===== src/flash_prot_pkg.sv =====
package flash_prot_pkg;

	// ****************************************************
	// bus geometry
	// ****************************************************
	localparam int REG_ADDR_W  = 4;
	localparam int REG_DATA_W  = 16;
	localparam int FLASH_ADDR_W = 16;
	localparam int CFG_W       = 8;
	localparam int CMD_W       = 8;

	// ****************************************************
	// register offsets
	// ****************************************************
	localparam logic [3:0] OFF_CONFIG  = 4'h0;
	localparam logic [3:0] OFF_STATUS  = 4'h1;
	localparam logic [3:0] OFF_MASK    = 4'h2;
	localparam logic [3:0] OFF_TARGET  = 4'h3;
	localparam logic [3:0] OFF_COMMAND = 4'h4;

	// ****************************************************
	// protection_config_register fields
	// ****************************************************
	localparam int CFG_OPEN_BIT  = 7;
	localparam int CFG_NV_BIT    = 6;
	localparam int CFG_HDIS_BIT  = 5;
	localparam int CFG_HSIZE_LSB = 3;
	localparam int CFG_LDIS_BIT  = 2;
	localparam int CFG_LSIZE_LSB = 0;
	// closed, both ranges disabled: whole array protected until loaded
	localparam logic [7:0] CFG_RESET = 8'h24;

	// ****************************************************
	// flash_status_register fields
	// ****************************************************
	localparam int ST_W         = 3;
	localparam int ST_VIOL_BIT  = 0;
	localparam int ST_DONE_BIT  = 1;
	localparam int ST_ERR_BIT   = 2;
	localparam logic [2:0] ST_RESET   = 3'h0;
	localparam logic [2:0] MASK_RESET = 3'h0;

	// ****************************************************
	// command codes
	// ****************************************************
	localparam logic [7:0] CMD_PROGRAM      = 8'h20;
	localparam logic [7:0] CMD_SECTOR_ERASE = 8'h40;
	localparam logic [7:0] CMD_MASS_ERASE   = 8'h41;

	// ****************************************************
	// range bases
	// ****************************************************
	localparam logic [15:0] HIGH_BASE_0 = 16'hF800;
	localparam logic [15:0] HIGH_BASE_1 = 16'hF000;
	localparam logic [15:0] HIGH_BASE_2 = 16'hE000;
	localparam logic [15:0] HIGH_BASE_3 = 16'hC000;
	localparam logic [15:0] LOW_BASE    = 16'h4000;
	localparam logic [15:0] LOW_END_0   = 16'h43FF;
	localparam logic [15:0] LOW_END_1   = 16'h47FF;
	localparam logic [15:0] LOW_END_2   = 16'h4FFF;
	localparam logic [15:0] LOW_END_3   = 16'h5FFF;

	typedef enum {LOAD_REQ, LOAD_WAIT, LOAD_DONE} load_state_type;

endpackage : flash_prot_pkg


===== src/flash_protection_decoder.sv =====
// Overview of operation
// - with the open select set, each range whose disable bit is clear is protected; both disabled means no protection.
// - with the open select clear and both disable bits set, the whole flash array is protected.
// - with the open select clear, each range whose disable bit is clear is unprotected and everything else protected.
// - the high size field selects 2, 4, 8 or 16 Kbytes ending at the top of the map, from 0xF800, 0xF000, 0xE000, 0xC000.
// - the low size field selects a range from 0x4000 ending at 0x43FF, 0x47FF, 0x4FFF or 0x5FFF.
// - after every reset the configuration is fetched from the nonvolatile protection byte in the array.
// - in normal modes software may rewrite the loaded configuration, within the per-field limits.
// - program or erase of a protected address is refused and the violation flag is set.
// - mass erase runs only when the open select and the high disable bit are both set, else violation.
// - the high size field accepts writes only while the high disable bit is set.
//
// The register addresses and strobed register access were chosen for this implementation.
`timescale 1ns/1ps
module flash_protection_decoder (
	input  wire logic                                    sys_clk,
	input  wire logic                                    reset_n,
	input  wire logic [flash_prot_pkg::REG_ADDR_W-1:0]   reg_addr,
	input  wire logic [flash_prot_pkg::REG_DATA_W-1:0]   reg_wdata,
	input  wire logic                                    reg_write,
	input  wire logic                                    reg_read,
	output logic      [flash_prot_pkg::REG_DATA_W-1:0]   reg_rdata,
	input  wire logic                                    normal_mode,
	output logic                                         nv_read_req,
	input  wire logic                                    nv_read_ack,
	input  wire logic [flash_prot_pkg::CFG_W-1:0]        nv_read_data,
	input  wire logic                                    array_busy,
	input  wire logic                                    array_done,
	output logic                                         array_cmd_valid,
	output logic      [flash_prot_pkg::CMD_W-1:0]        array_cmd_code,
	output logic      [flash_prot_pkg::FLASH_ADDR_W-1:0] array_cmd_addr,
	output logic                                         irq
);
	import flash_prot_pkg::*;

	// ****************************************************
	// state
	// ****************************************************
	logic [CFG_W-1:0]        config_reg;
	logic [ST_W-1:0]         status;
	logic [ST_W-1:0]         irq_mask;
	logic [FLASH_ADDR_W-1:0] target_addr;
	logic                    normal_meta;
	logic                    normal_sync;

	wire                     load_valid;
	wire [CFG_W-1:0]         load_data;
	wire                     loaded;
	wire                     target_protected;

	// ****************************************************
	// configuration fields
	// ****************************************************
	wire       protect_open_select;
	wire       high_range_disable;
	wire [1:0] high_range_size;
	wire       low_range_disable;
	wire [1:0] low_range_size;

	assign protect_open_select = config_reg[CFG_OPEN_BIT];
	assign high_range_disable  = config_reg[CFG_HDIS_BIT];
	assign high_range_size     = config_reg[CFG_HSIZE_LSB +: 2];
	assign low_range_disable   = config_reg[CFG_LDIS_BIT];
	assign low_range_size      = config_reg[CFG_LSIZE_LSB +: 2];

	// ****************************************************
	// submodules
	// ****************************************************
	nv_config_loader u_loader (
		.sys_clk      (sys_clk),
		.reset_n      (reset_n),
		.nv_read_ack  (nv_read_ack),
		.nv_read_data (nv_read_data),
		.nv_read_req  (nv_read_req),
		.load_valid   (load_valid),
		.load_data    (load_data),
		.loaded       (loaded)
	);

	protection_range_check u_check (
		.protect_open_select (protect_open_select),
		.high_range_disable  (high_range_disable),
		.high_range_size     (high_range_size),
		.low_range_disable   (low_range_disable),
		.low_range_size      (low_range_size),
		.target_addr         (target_addr),
		.is_protected        (target_protected)
	);

	// ****************************************************
	// register decode
	// ****************************************************
	wire sel_config;
	wire sel_status;
	wire sel_mask;
	wire sel_target;
	wire sel_command;
	wire cfg_write;

	assign sel_config  = (reg_addr == OFF_CONFIG);
	assign sel_status  = (reg_addr == OFF_STATUS);
	assign sel_mask    = (reg_addr == OFF_MASK);
	assign sel_target  = (reg_addr == OFF_TARGET);
	assign sel_command = (reg_addr == OFF_COMMAND);
	// special modes keep the loaded value untouchable
	assign cfg_write   = reg_write && sel_config && normal_sync && loaded;

	// ****************************************************
	// next configuration
	// ****************************************************
	wire [CFG_W-1:0] write_cfg;
	wire [1:0]       next_hsize;
	wire [CFG_W-1:0] next_config;

	// size frozen while the high range is live
	assign next_hsize = high_range_disable ? reg_wdata[CFG_HSIZE_LSB +: 2]
		: high_range_size;
	assign write_cfg  = {reg_wdata[CFG_OPEN_BIT:CFG_HDIS_BIT], next_hsize,
		reg_wdata[CFG_LDIS_BIT:0]};
	assign next_config = load_valid ? load_data
		: cfg_write ? write_cfg : config_reg;

	// ****************************************************
	// command launch and check
	// ****************************************************
	wire [CMD_W-1:0] cmd_code;
	wire             launch;
	wire             cmd_known;
	wire             cmd_mass;
	wire             can_run;
	wire             mass_ok;
	wire             allowed;
	wire             cmd_issue;
	wire             cmd_denied;
	wire             cmd_error;

	assign cmd_code   = reg_wdata[CMD_W-1:0];
	assign launch     = reg_write && sel_command;
	assign cmd_known  = (cmd_code == CMD_PROGRAM) || (cmd_code == CMD_SECTOR_ERASE)
		|| cmd_mass;
	assign cmd_mass   = (cmd_code == CMD_MASS_ERASE);
	// nothing runs before the stored byte arrives
	assign can_run    = loaded && !array_busy && !array_cmd_valid;
	assign mass_ok    = protect_open_select && high_range_disable;
	assign allowed    = cmd_mass ? mass_ok : !target_protected;
	assign cmd_issue  = launch && cmd_known && can_run && allowed;
	assign cmd_denied = launch && cmd_known && can_run && !allowed;
	assign cmd_error  = launch && !(cmd_known && can_run);

	// ****************************************************
	// status and interrupt
	// ****************************************************
	wire [ST_W-1:0] status_set;
	wire [ST_W-1:0] status_clr;
	wire [ST_W-1:0] next_status;
	wire            next_irq;

	assign status_set  = {cmd_error, array_done, cmd_denied};
	assign status_clr  = (reg_write && sel_status) ? reg_wdata[ST_W-1:0] : {ST_W{1'b0}};
	// a new event beats a same-cycle clear
	assign next_status = (status & ~status_clr) | status_set;
	assign next_irq    = |(status & irq_mask);

	// ****************************************************
	// read mux
	// ****************************************************
	wire [REG_DATA_W-1:0] read_mux;

	assign read_mux = sel_config  ? {{(REG_DATA_W-CFG_W){1'b0}}, config_reg}
		: sel_status  ? {{(REG_DATA_W-ST_W){1'b0}}, status}
		: sel_mask    ? {{(REG_DATA_W-ST_W){1'b0}}, irq_mask}
		: sel_target  ? target_addr
		: sel_command ? {14'h0000, array_busy, loaded}
		: {REG_DATA_W{1'b0}};

	// ****************************************************
	// flops
	// ****************************************************
	always_ff @(posedge sys_clk or negedge reset_n) begin
		if (!reset_n) begin
			normal_meta <= 1'b0;
			normal_sync <= 1'b0;
		end else begin
			normal_meta <= normal_mode;
			normal_sync <= normal_meta;
		end
	end

	always_ff @(posedge sys_clk or negedge reset_n) begin
		if (!reset_n) begin
			config_reg  <= CFG_RESET;
			status      <= ST_RESET;
			irq_mask    <= MASK_RESET;
			target_addr <= 16'h0000;
			irq         <= 1'b0;
		end else begin
			config_reg  <= next_config;
			status      <= next_status;
			irq         <= next_irq;
			if (reg_write && sel_mask) begin
				irq_mask <= reg_wdata[ST_W-1:0];
			end
			if (reg_write && sel_target) begin
				target_addr <= reg_wdata;
			end
		end
	end

	always_ff @(posedge sys_clk or negedge reset_n) begin
		if (!reset_n) begin
			array_cmd_valid <= 1'b0;
			array_cmd_code  <= 8'h00;
			array_cmd_addr  <= 16'h0000;
			reg_rdata       <= 16'h0000;
		end else begin
			array_cmd_valid <= cmd_issue;
			if (cmd_issue) begin
				array_cmd_code <= cmd_code;
				array_cmd_addr <= target_addr;
			end
			reg_rdata <= reg_read ? read_mux : 16'h0000;
		end
	end
endmodule : flash_protection_decoder


===== src/nv_config_loader.sv =====
`timescale 1ns/1ps
module nv_config_loader (
	input  wire logic                               sys_clk,
	input  wire logic                               reset_n,
	input  wire logic                               nv_read_ack,
	input  wire logic [flash_prot_pkg::CFG_W-1:0]  nv_read_data,
	output logic                                    nv_read_req,
	output logic                                    load_valid,
	output logic [flash_prot_pkg::CFG_W-1:0]       load_data,
	output logic                                    loaded
);
	import flash_prot_pkg::*;

	load_state_type state;
	load_state_type next_state;
	wire            take_byte;

	assign take_byte = (state == LOAD_WAIT) && nv_read_ack;

	always_comb begin
		case (state)
			LOAD_REQ:  next_state = LOAD_WAIT;
			LOAD_WAIT: next_state = nv_read_ack ? LOAD_DONE : LOAD_WAIT;
			LOAD_DONE: next_state = LOAD_DONE;
			default:   next_state = LOAD_REQ;
		endcase
	end

	// one fetch per reset, never repeated
	always_ff @(posedge sys_clk or negedge reset_n) begin
		if (!reset_n) begin
			state       <= LOAD_REQ;
			nv_read_req <= 1'b0;
			load_valid  <= 1'b0;
			load_data   <= CFG_RESET;
			loaded      <= 1'b0;
		end else begin
			state       <= next_state;
			nv_read_req <= (next_state == LOAD_WAIT);
			load_valid  <= take_byte;
			if (take_byte) begin
				load_data <= nv_read_data;
			end
			loaded      <= loaded | take_byte;
		end
	end

endmodule : nv_config_loader


===== src/protection_range_check.sv =====
`timescale 1ns/1ps
module protection_range_check (
	input  wire logic                                    protect_open_select,
	input  wire logic                                    high_range_disable,
	input  wire logic [1:0]                              high_range_size,
	input  wire logic                                    low_range_disable,
	input  wire logic [1:0]                              low_range_size,
	input  wire logic [flash_prot_pkg::FLASH_ADDR_W-1:0] target_addr,
	output logic                                         is_protected
);
	import flash_prot_pkg::*;

	function automatic logic in_high(input logic [15:0] a, input logic [1:0] sz);
		case (sz)
			2'h0:    in_high = (a >= HIGH_BASE_0);
			2'h1:    in_high = (a >= HIGH_BASE_1);
			2'h2:    in_high = (a >= HIGH_BASE_2);
			default: in_high = (a >= HIGH_BASE_3);
		endcase
	endfunction : in_high

	function automatic logic in_low(input logic [15:0] a, input logic [1:0] sz);
		logic [15:0] top;
		case (sz)
			2'h0:    top = LOW_END_0;
			2'h1:    top = LOW_END_1;
			2'h2:    top = LOW_END_2;
			default: top = LOW_END_3;
		endcase
		in_low = (a >= LOW_BASE) && (a <= top);
	endfunction : in_low

	wire hit_high;
	wire hit_low;
	wire full_lock;

	assign hit_high  = !high_range_disable && in_high(target_addr, high_range_size);
	assign hit_low   = !low_range_disable && in_low(target_addr, low_range_size);
	assign full_lock = !protect_open_select && high_range_disable && low_range_disable;
	// open: enabled ranges are locked; closed: enabled ranges are the only holes
	assign is_protected = full_lock ? 1'b1
		: protect_open_select ? (hit_high | hit_low)
		: !(hit_high | hit_low);

endmodule : protection_range_check


===== config.mk =====
export PLATFORM = sky130hd
export DESIGN_NAME = flash_protection_decoder
export DESIGN_NICKNAME = d
export VERILOG_FILES = /design/src/flash_prot_pkg.sv /design/src/flash_protection_decoder.sv /design/src/nv_config_loader.sv /design/src/protection_range_check.sv
export SDC_FILE = /design/constraint.sdc
export NUM_CORES = 1
export LEC_CHECK = 0
export ABC_AREA = 1
export ABC_CLOCK_PERIOD_IN_PS = 3500
export BUFFER_PORTS_ARGS = -buffer_cell sky130_fd_sc_hd__buf_2
export CAP_MARGIN = 20
export CORE_MARGIN = 8
export CORE_UTILIZATION = 54
export CTS_CLUSTER_DIAMETER = 100
export DETAILED_ROUTE_END_ITERATION = 10
export HOLD_SLACK_MARGIN = 0.15
export PLACE_DENSITY = 0.87
export RECOVER_POWER = 100
export SYNTH_ARGS = -nofsm -noshare
export SYNTH_HDL_FRONTEND = slang
export SYNTH_HIERARCHICAL = 1
export SYNTH_SLANG_ARGS = --single-unit
export TNS_END_PERCENT = 1

===== constraint.sdc =====
create_clock -name sys_clk -period 3.5 [get_ports sys_clk]
set_input_delay 0.35 -clock sys_clk [delete_from_list [all_inputs] [get_ports sys_clk]]
set_output_delay 0.35 -clock sys_clk [all_outputs]
set_load 0.005 [all_outputs]

-- Yosys cells after proc, flatten, opt, wreduce, memory -nomap -nowiden
Index checks and enable logic that the tools add are counted.
- word-level logic and storage cells: 102
- RAM bits: 0
- ROM bits: 0
- memories: 0
- register bits after elaboration: 117
- latch bits: 0
- mux-type cells: 17
- add/sub/neg operators: 0
- equality and inequality tests: 15
- $mul: 0
- shift-type cells: 0
- magnitude comparators: 6
- bitwise operators: 6
- divide/modulo/power cells: 0
- reductions and logical operators: 41
- operators with widths (cell ; count):
    equality test 32 x 2 -> 1 bit, second input constant ; 3
    case mux 32 bit (3 select lines) ; 1
    2-to-1 mux 16 bit ; 5
    greater-or-equal comparator 16 bit, second input constant ; 4
    case mux 13 bit (3 select lines) ; 1
    equality test 32 x 1 -> 1 bit, second input constant ; 1
    logical NOT 32 bit ; 1
    logical AND 1 bit ; 22
    equality test 8 x 7 -> 1 bit, second input constant ; 2
    greater-or-equal comparator 16 x 15 -> 1 bit, second input constant ; 1
    <= comparator 16 x 15 -> 1 bit ; 1
    2-to-1 mux 8 bit ; 2
    logical NOT 1 bit ; 9
    equality test 4 x 2 -> 1 bit, second input constant ; 2
    equality test 8 x 6 -> 1 bit, second input constant ; 1
    bitwise AND 3 bit ; 2
    2-to-1 mux 2 bit ; 3
    equality test 2 x 1 -> 1 bit, second input constant ; 2
    equality test 2 bit, second input constant ; 2
    equality test 4 x 1 -> 1 bit, second input constant ; 1
    equality test 4 x 3 -> 1 bit, second input constant ; 1
    logical NOT 2 bit ; 2
    logical NOT 4 bit ; 1
    nonzero test 2 bit ; 2
    other kinds (9) ; 13

-- Depth between registers and ports, before layout
- depth in word-level cells: 14
- gate-level depth with buffers: 18

-- By module
The synthesis kept the hierarchy.
- modules (own cells, without submodules) (module ; instances ; area each (sq um) ; seq. area each (sq um) ; cells an instance):
    flash_protection_decoder ; 1 ; 3098.0 ; 1854.3 ; 350
    nv_config_loader ; 1 ; 499.2 ; 327.8 ; 48
    protection_range_check ; 1 ; 369.1 ; 0.0 ; 80

-- Least setup slack after synthesis
OpenSTA, ideal clock, no wires.
- kind: flip-flop to flip-flop
- from: register config_reg[1]
- to: register array_cmd_addr[10] in the netlist's numbering
- buffers on the path: 1
- path slack: 1.634 ns
- setup time: 0.117 ns
- cell stages (with the launch flop): 19
- required time: 3.383 ns
- arrival time: 1.749 ns
- cells stage by stage: dfrtp_1 > nand2_1 > ha_1 > inv_1 > nor2_2 > nand2_1 > nor2_1 > nand2_1 > nand2_1 > nand3_1 > nand3_2 > nand2_2 > inv_1 > nand2_1 > nand2_1 > nand3_2 > buf_4 > nand2_1 > nand2_1
- longest elaborated chain between the ends: 12
- elaborated cells between the ends (all ways): 14
- RTL lines (element ; RTL line ; source):
    start, declared ; flash_protection_decoder.sv:39 ; logic [CFG_W-1:0] config_reg;
    start signal, assigned ; flash_protection_decoder.sv:197 ; config_reg <= next_config;
    equality test 2 bit, or another cell as far along ; protection_range_check.sv:24 ; case (sz)
    case mux 13 bit (3 select lines) * ; protection_range_check.sv:24 ;
    <= comparator 16 x 15 -> 1 bit * ; protection_range_check.sv:30 ; in_low = (a >= LOW_BASE) && (a <= top);
    logical AND 1 bit * ; protection_range_check.sv:30 ;
    logical AND 1 bit * ; protection_range_check.sv:38 ; assign hit_low = !low_range_disable && in_low(target_addr, low_range_size);
    bitwise OR 1 bit * ; protection_range_check.sv:42, protection_range_check.sv:43 ;
    logical NOT 1 bit ; protection_range_check.sv:43 ; : !(hit_high | hit_low);
    2-to-1 mux 1 bit * ; protection_range_check.sv:42 ; : protect_open_select ? (hit_high | hit_low)
    2-to-1 mux 1 bit * ; protection_range_check.sv:41 ; assign is_protected = full_lock ? 1'b1
    net target_protected ; flash_protection_decoder.sv:49 ; wire target_protected;
    logical NOT 1 bit * ; flash_protection_decoder.sv:145 ; assign allowed = cmd_mass ? mass_ok : !target_protected;
    2-to-1 mux 1 bit * ; flash_protection_decoder.sv:145 ;
    logical AND 1 bit * ; flash_protection_decoder.sv:146 ; assign cmd_issue = launch && cmd_known && can_run && allowed;
    end signal, assigned ; flash_protection_decoder.sv:219 ; array_cmd_addr <= target_addr;
    end, declared ; flash_protection_decoder.sv:31 ; output logic [flash_prot_pkg::FLASH_ADDR_W-1:0] array_cmd_addr,
The timed path passes the listed nets; every way through them passes the cells marked *.
A chain may end at the register's enable or synchronous reset.

-- Worst setup path in the final report
- from: register config_reg[1]
- to: register array_cmd_addr[15] in the netlist's numbering
The elaborated chain is that of the path after synthesis.

==> impl_metrics.tcl <==
set metrics [dict create \
    failed_checks "max-capacitance violations, max-slew violations" \
    die_area_mm2 0.01034 \
    outcome "complete, but fails checks" \
    critPathLaunchType "register" \
    numCtsBuffers 9 \
    finalCritPeriodShare 0.8158 \
    antenna_cells 0 \
    antenna_found_initial 0 \
    slew_violations 41 \
    dp_hpwl_mm 7.124 \
    area_delta_synth_final_pct 16.12 \
    finalCriticalPeriod_ns 2.855 \
    place_inst 640 \
    ioPinCount 79 \
    vias 3494 \
    hold_path.class "in -> reg" \
    cts_tree "built" \
    grt_max_degree 88 \
    synth.distinct_cells 28 \
    via_per_inst 5.302 \
    clk_pin_slew_ns 0.09 \
    hold_buffers 1 \
    peakVddDrop_mv 0.3589 \
    async_flop_share 1.000 \
    max_cap_viol_count 1 \
    clock_latency_ns 0.37 \
    totalWireLength_mm 10.03 \
    netlist_area_mm2 0.003966 \
    cp.arrival_ns 3.09 \
    finClkSkew_ns 0.01985 \
    grt_remaining_overflow 0 \
    layout-drive-gt1-share 0.1536 \
    die_w_um 101.7 \
    fin_cells 659 \
    htreeDepth 3 \
    die_y_um 101.7 \
    cts-root-buf "clkbuf_8" \
    grt_pass1_wl_mm 16.39 \
    wl_per_cell_um 15.22 \
    finalSetupViolCount 0 \
    critPathKind "reg -> reg" \
    synth.avg_cell_area_um2 8.298 \
    postRouteAntennaNets 0 \
    top_regs "array_cmd_addr x16, reg_rdata x16, target_addr x16" \
    synthesis.nets 517 \
    hold_violations 0 \
    floorplan.rows 31 \
    synth_edf_count 0 \
    post_cts_resized 0 \
    initial_core_util 0.5527 \
    setup-tns-final_ns 0 \
    drc 0 \
    power.density_mw_per_mm2 609.8 \
    ys.flop_type "dfrtp_1" \
    required_ns 3.74 \
    max_slew_margin -0.1696 \
    tightest_slew_ns 1.754 \
    placed_area_mm2 0.004393 \
    ys_ff_latch 87 \
    postCtsSetupBuffers 0 \
    synth_seq_area_share 0.5502 \
    place.gp.congestion 0.8834 \
    cellLeakagePower_nw 2.478 \
    firstDrtPassIters 4 \
    grt_pass1_vias 3485 \
    crit_path_end_kind "register" \
    clk_path_buf_depth 2 \
    power_w 0.002809 \
    final_cell_area_mm2 0.004606 \
    track_usage 0.2027 \
    ys_warn_count 6 \
    core_area_mm2 0.007176 \
    numPortBuffers 78 \
    layout.nets 594 \
    cts_sinks 87 \
    drt-initial-drc-count 211 \
    synth_cells 478 \
    fmax_ghz 0.3502 \
    rsz0062_at_grt "no" \
    path_max_fanout 21 \
]
[per-layer routing]
| metal | GRT usage | wire length (um) |
|---|---|---|
| met3 | 0.04742 | 644 |
| met2 | 0.3285 | 4882 |
| met4 | 0.09622 | 268 |
| met1 | 0.2495 | 4235 |
| met5 | 0 | 0 |
[final cells by class]
type                    instances  area [um^2]
fillers                       628         2570
well taps                      99        123.9
multi-input cells             323         1469
flip-flops and latches         87         2182
inverters                      52        197.7
repair buffers                 82        402.9
clock inverters                 4        95.09
clock buffers                  12        135.1
[cells in the final DEF, fill, tap and decap left out]
master and instances:
clkbuf_8 9, dlymetal6s4s_1 1, bufinv_16 3, nor2_4 1, nor2_2 3, nand2_2 1, a31oi_1 6, or2_2 2
nor2_1 51, nand4_1 30, nor3_1 4, nand3_2 2, nor3b_1 1, o21ai_0 27, dfrtp_1 83, ha_1 3
clkbuf_1 27, o21ai_1 2, nand3b_1 1, and3_1 1, inv_1 47, a21oi_1 23, inv_4 1, buf_2 53
inv_2 4, dfstp_2 4, nand3_1 20, nand2_1 145, dlygate4sd3_1 2, clkinv_2 1, buf_4 2
[critical path, stage by stage (launching register included)]
cell and delay, ns:
dfrtp_1 0.46, nand2_1 0.09, ha_1 0.31, inv_1 0.05
nor2_2 0.12, nand2_1 0.07, nor2_1 0.08, nand2_1 0.05
nand2_1 0.05, nand3_1 0.07, nand3_2 0.08, nand2_2 0.04
inv_1 0.04, nand2_1 0.04, nand2_1 0.05, buf_4 0.22
nand3_1 0.59, nand2_1 0.24, nand2_1 0.07
[worst paths after layout]
kind                               startpoint                  to  cells past startpoint  slack, ns
min in group asynchronous             reset_n       reg_rdata[14]                      2       0.53
max in group asynchronous             reset_n        reg_rdata[8]                      3       0.79
worst min-delay path               array_done           status[1]                      3       0.17
worst max register to register  config_reg[1]  array_cmd_addr[15]                     18       0.64
worst min register to register    normal_meta         normal_sync                      0       0.35
worst max-delay path            config_reg[1]  array_cmd_addr[15]                     18       0.64
[power by group]
| group | leakage, nW | internal, W | switching, W |
|---|---|---|---|
| clock | 0.115 | 0.000474 | 0.000349 |
| combinational | 1.28 | 0.000212 | 0.000381 |
| sequential | 1.08 | 0.00119 | 0.000201 |
| total | 2.48 | 0.00188 | 0.000932 |
[metrics by stage]
stage / setup WS, ns / hold slack [ns] / util
after detailed placement: 0.9128 / 0.3347 / 0.6122
after CTS: 0.8912 / 0.1601 / 0.6457
after floorplan: 1.634 / 0.05441 / -
final: 0.6446 / 0.1720 / 0.6418
after global routing: 0.3092 / 0.1644 / 0.6418
after global placement: 0.9890 / 0.3366 / 0.6122
[cell usage after synthesis, types with 2 or more instances]
master / number / share of area
o21ai_1: 3 / 0.0038
o21ai_0: 26 / 0.033
or2_2: 2 / 0.0032
dfstp_2: 4 / 0.026
a21oi_1: 23 / 0.029
nand3_1: 18 / 0.023
nor2_4: 2 / 0.0057
nand3_2: 4 / 0.010
dfrtp_1: 83 / 0.52
inv_1: 46 / 0.044
nand4_1: 30 / 0.047
nor2_2: 4 / 0.0063
a31oi_1: 6 / 0.0095
nor3_1: 4 / 0.0050
buf_6: 2 / 0.0057
buf_2: 8 / 0.010
nand2_1: 145 / 0.14
buf_4: 3 / 0.0057
ha_1: 3 / 0.0095
inv_2: 5 / 0.0047
clkbuf_1: 2 / 0.0019
nor2_1: 49 / 0.046
[kinds of logic (layout without fill, tap and decap cells)]
| kind of cell | after synthesis | in the layout | share of synthesized area |
|---|---|---|---|
| AO/OA/AOI/OAI | 58 | 58 | 0.07508 |
| adder cells (fa/ha/maj) | 3 | 3 | 0.009465 |
| buffers and inverters | 68 | 150 | 0.07445 |
| flip-flops | 87 | 87 | 0.5502 |
| AND/OR/NAND/NOR | 262 | 262 | 0.2909 |
Note: power is estimated with default switching activity, not from simulation.
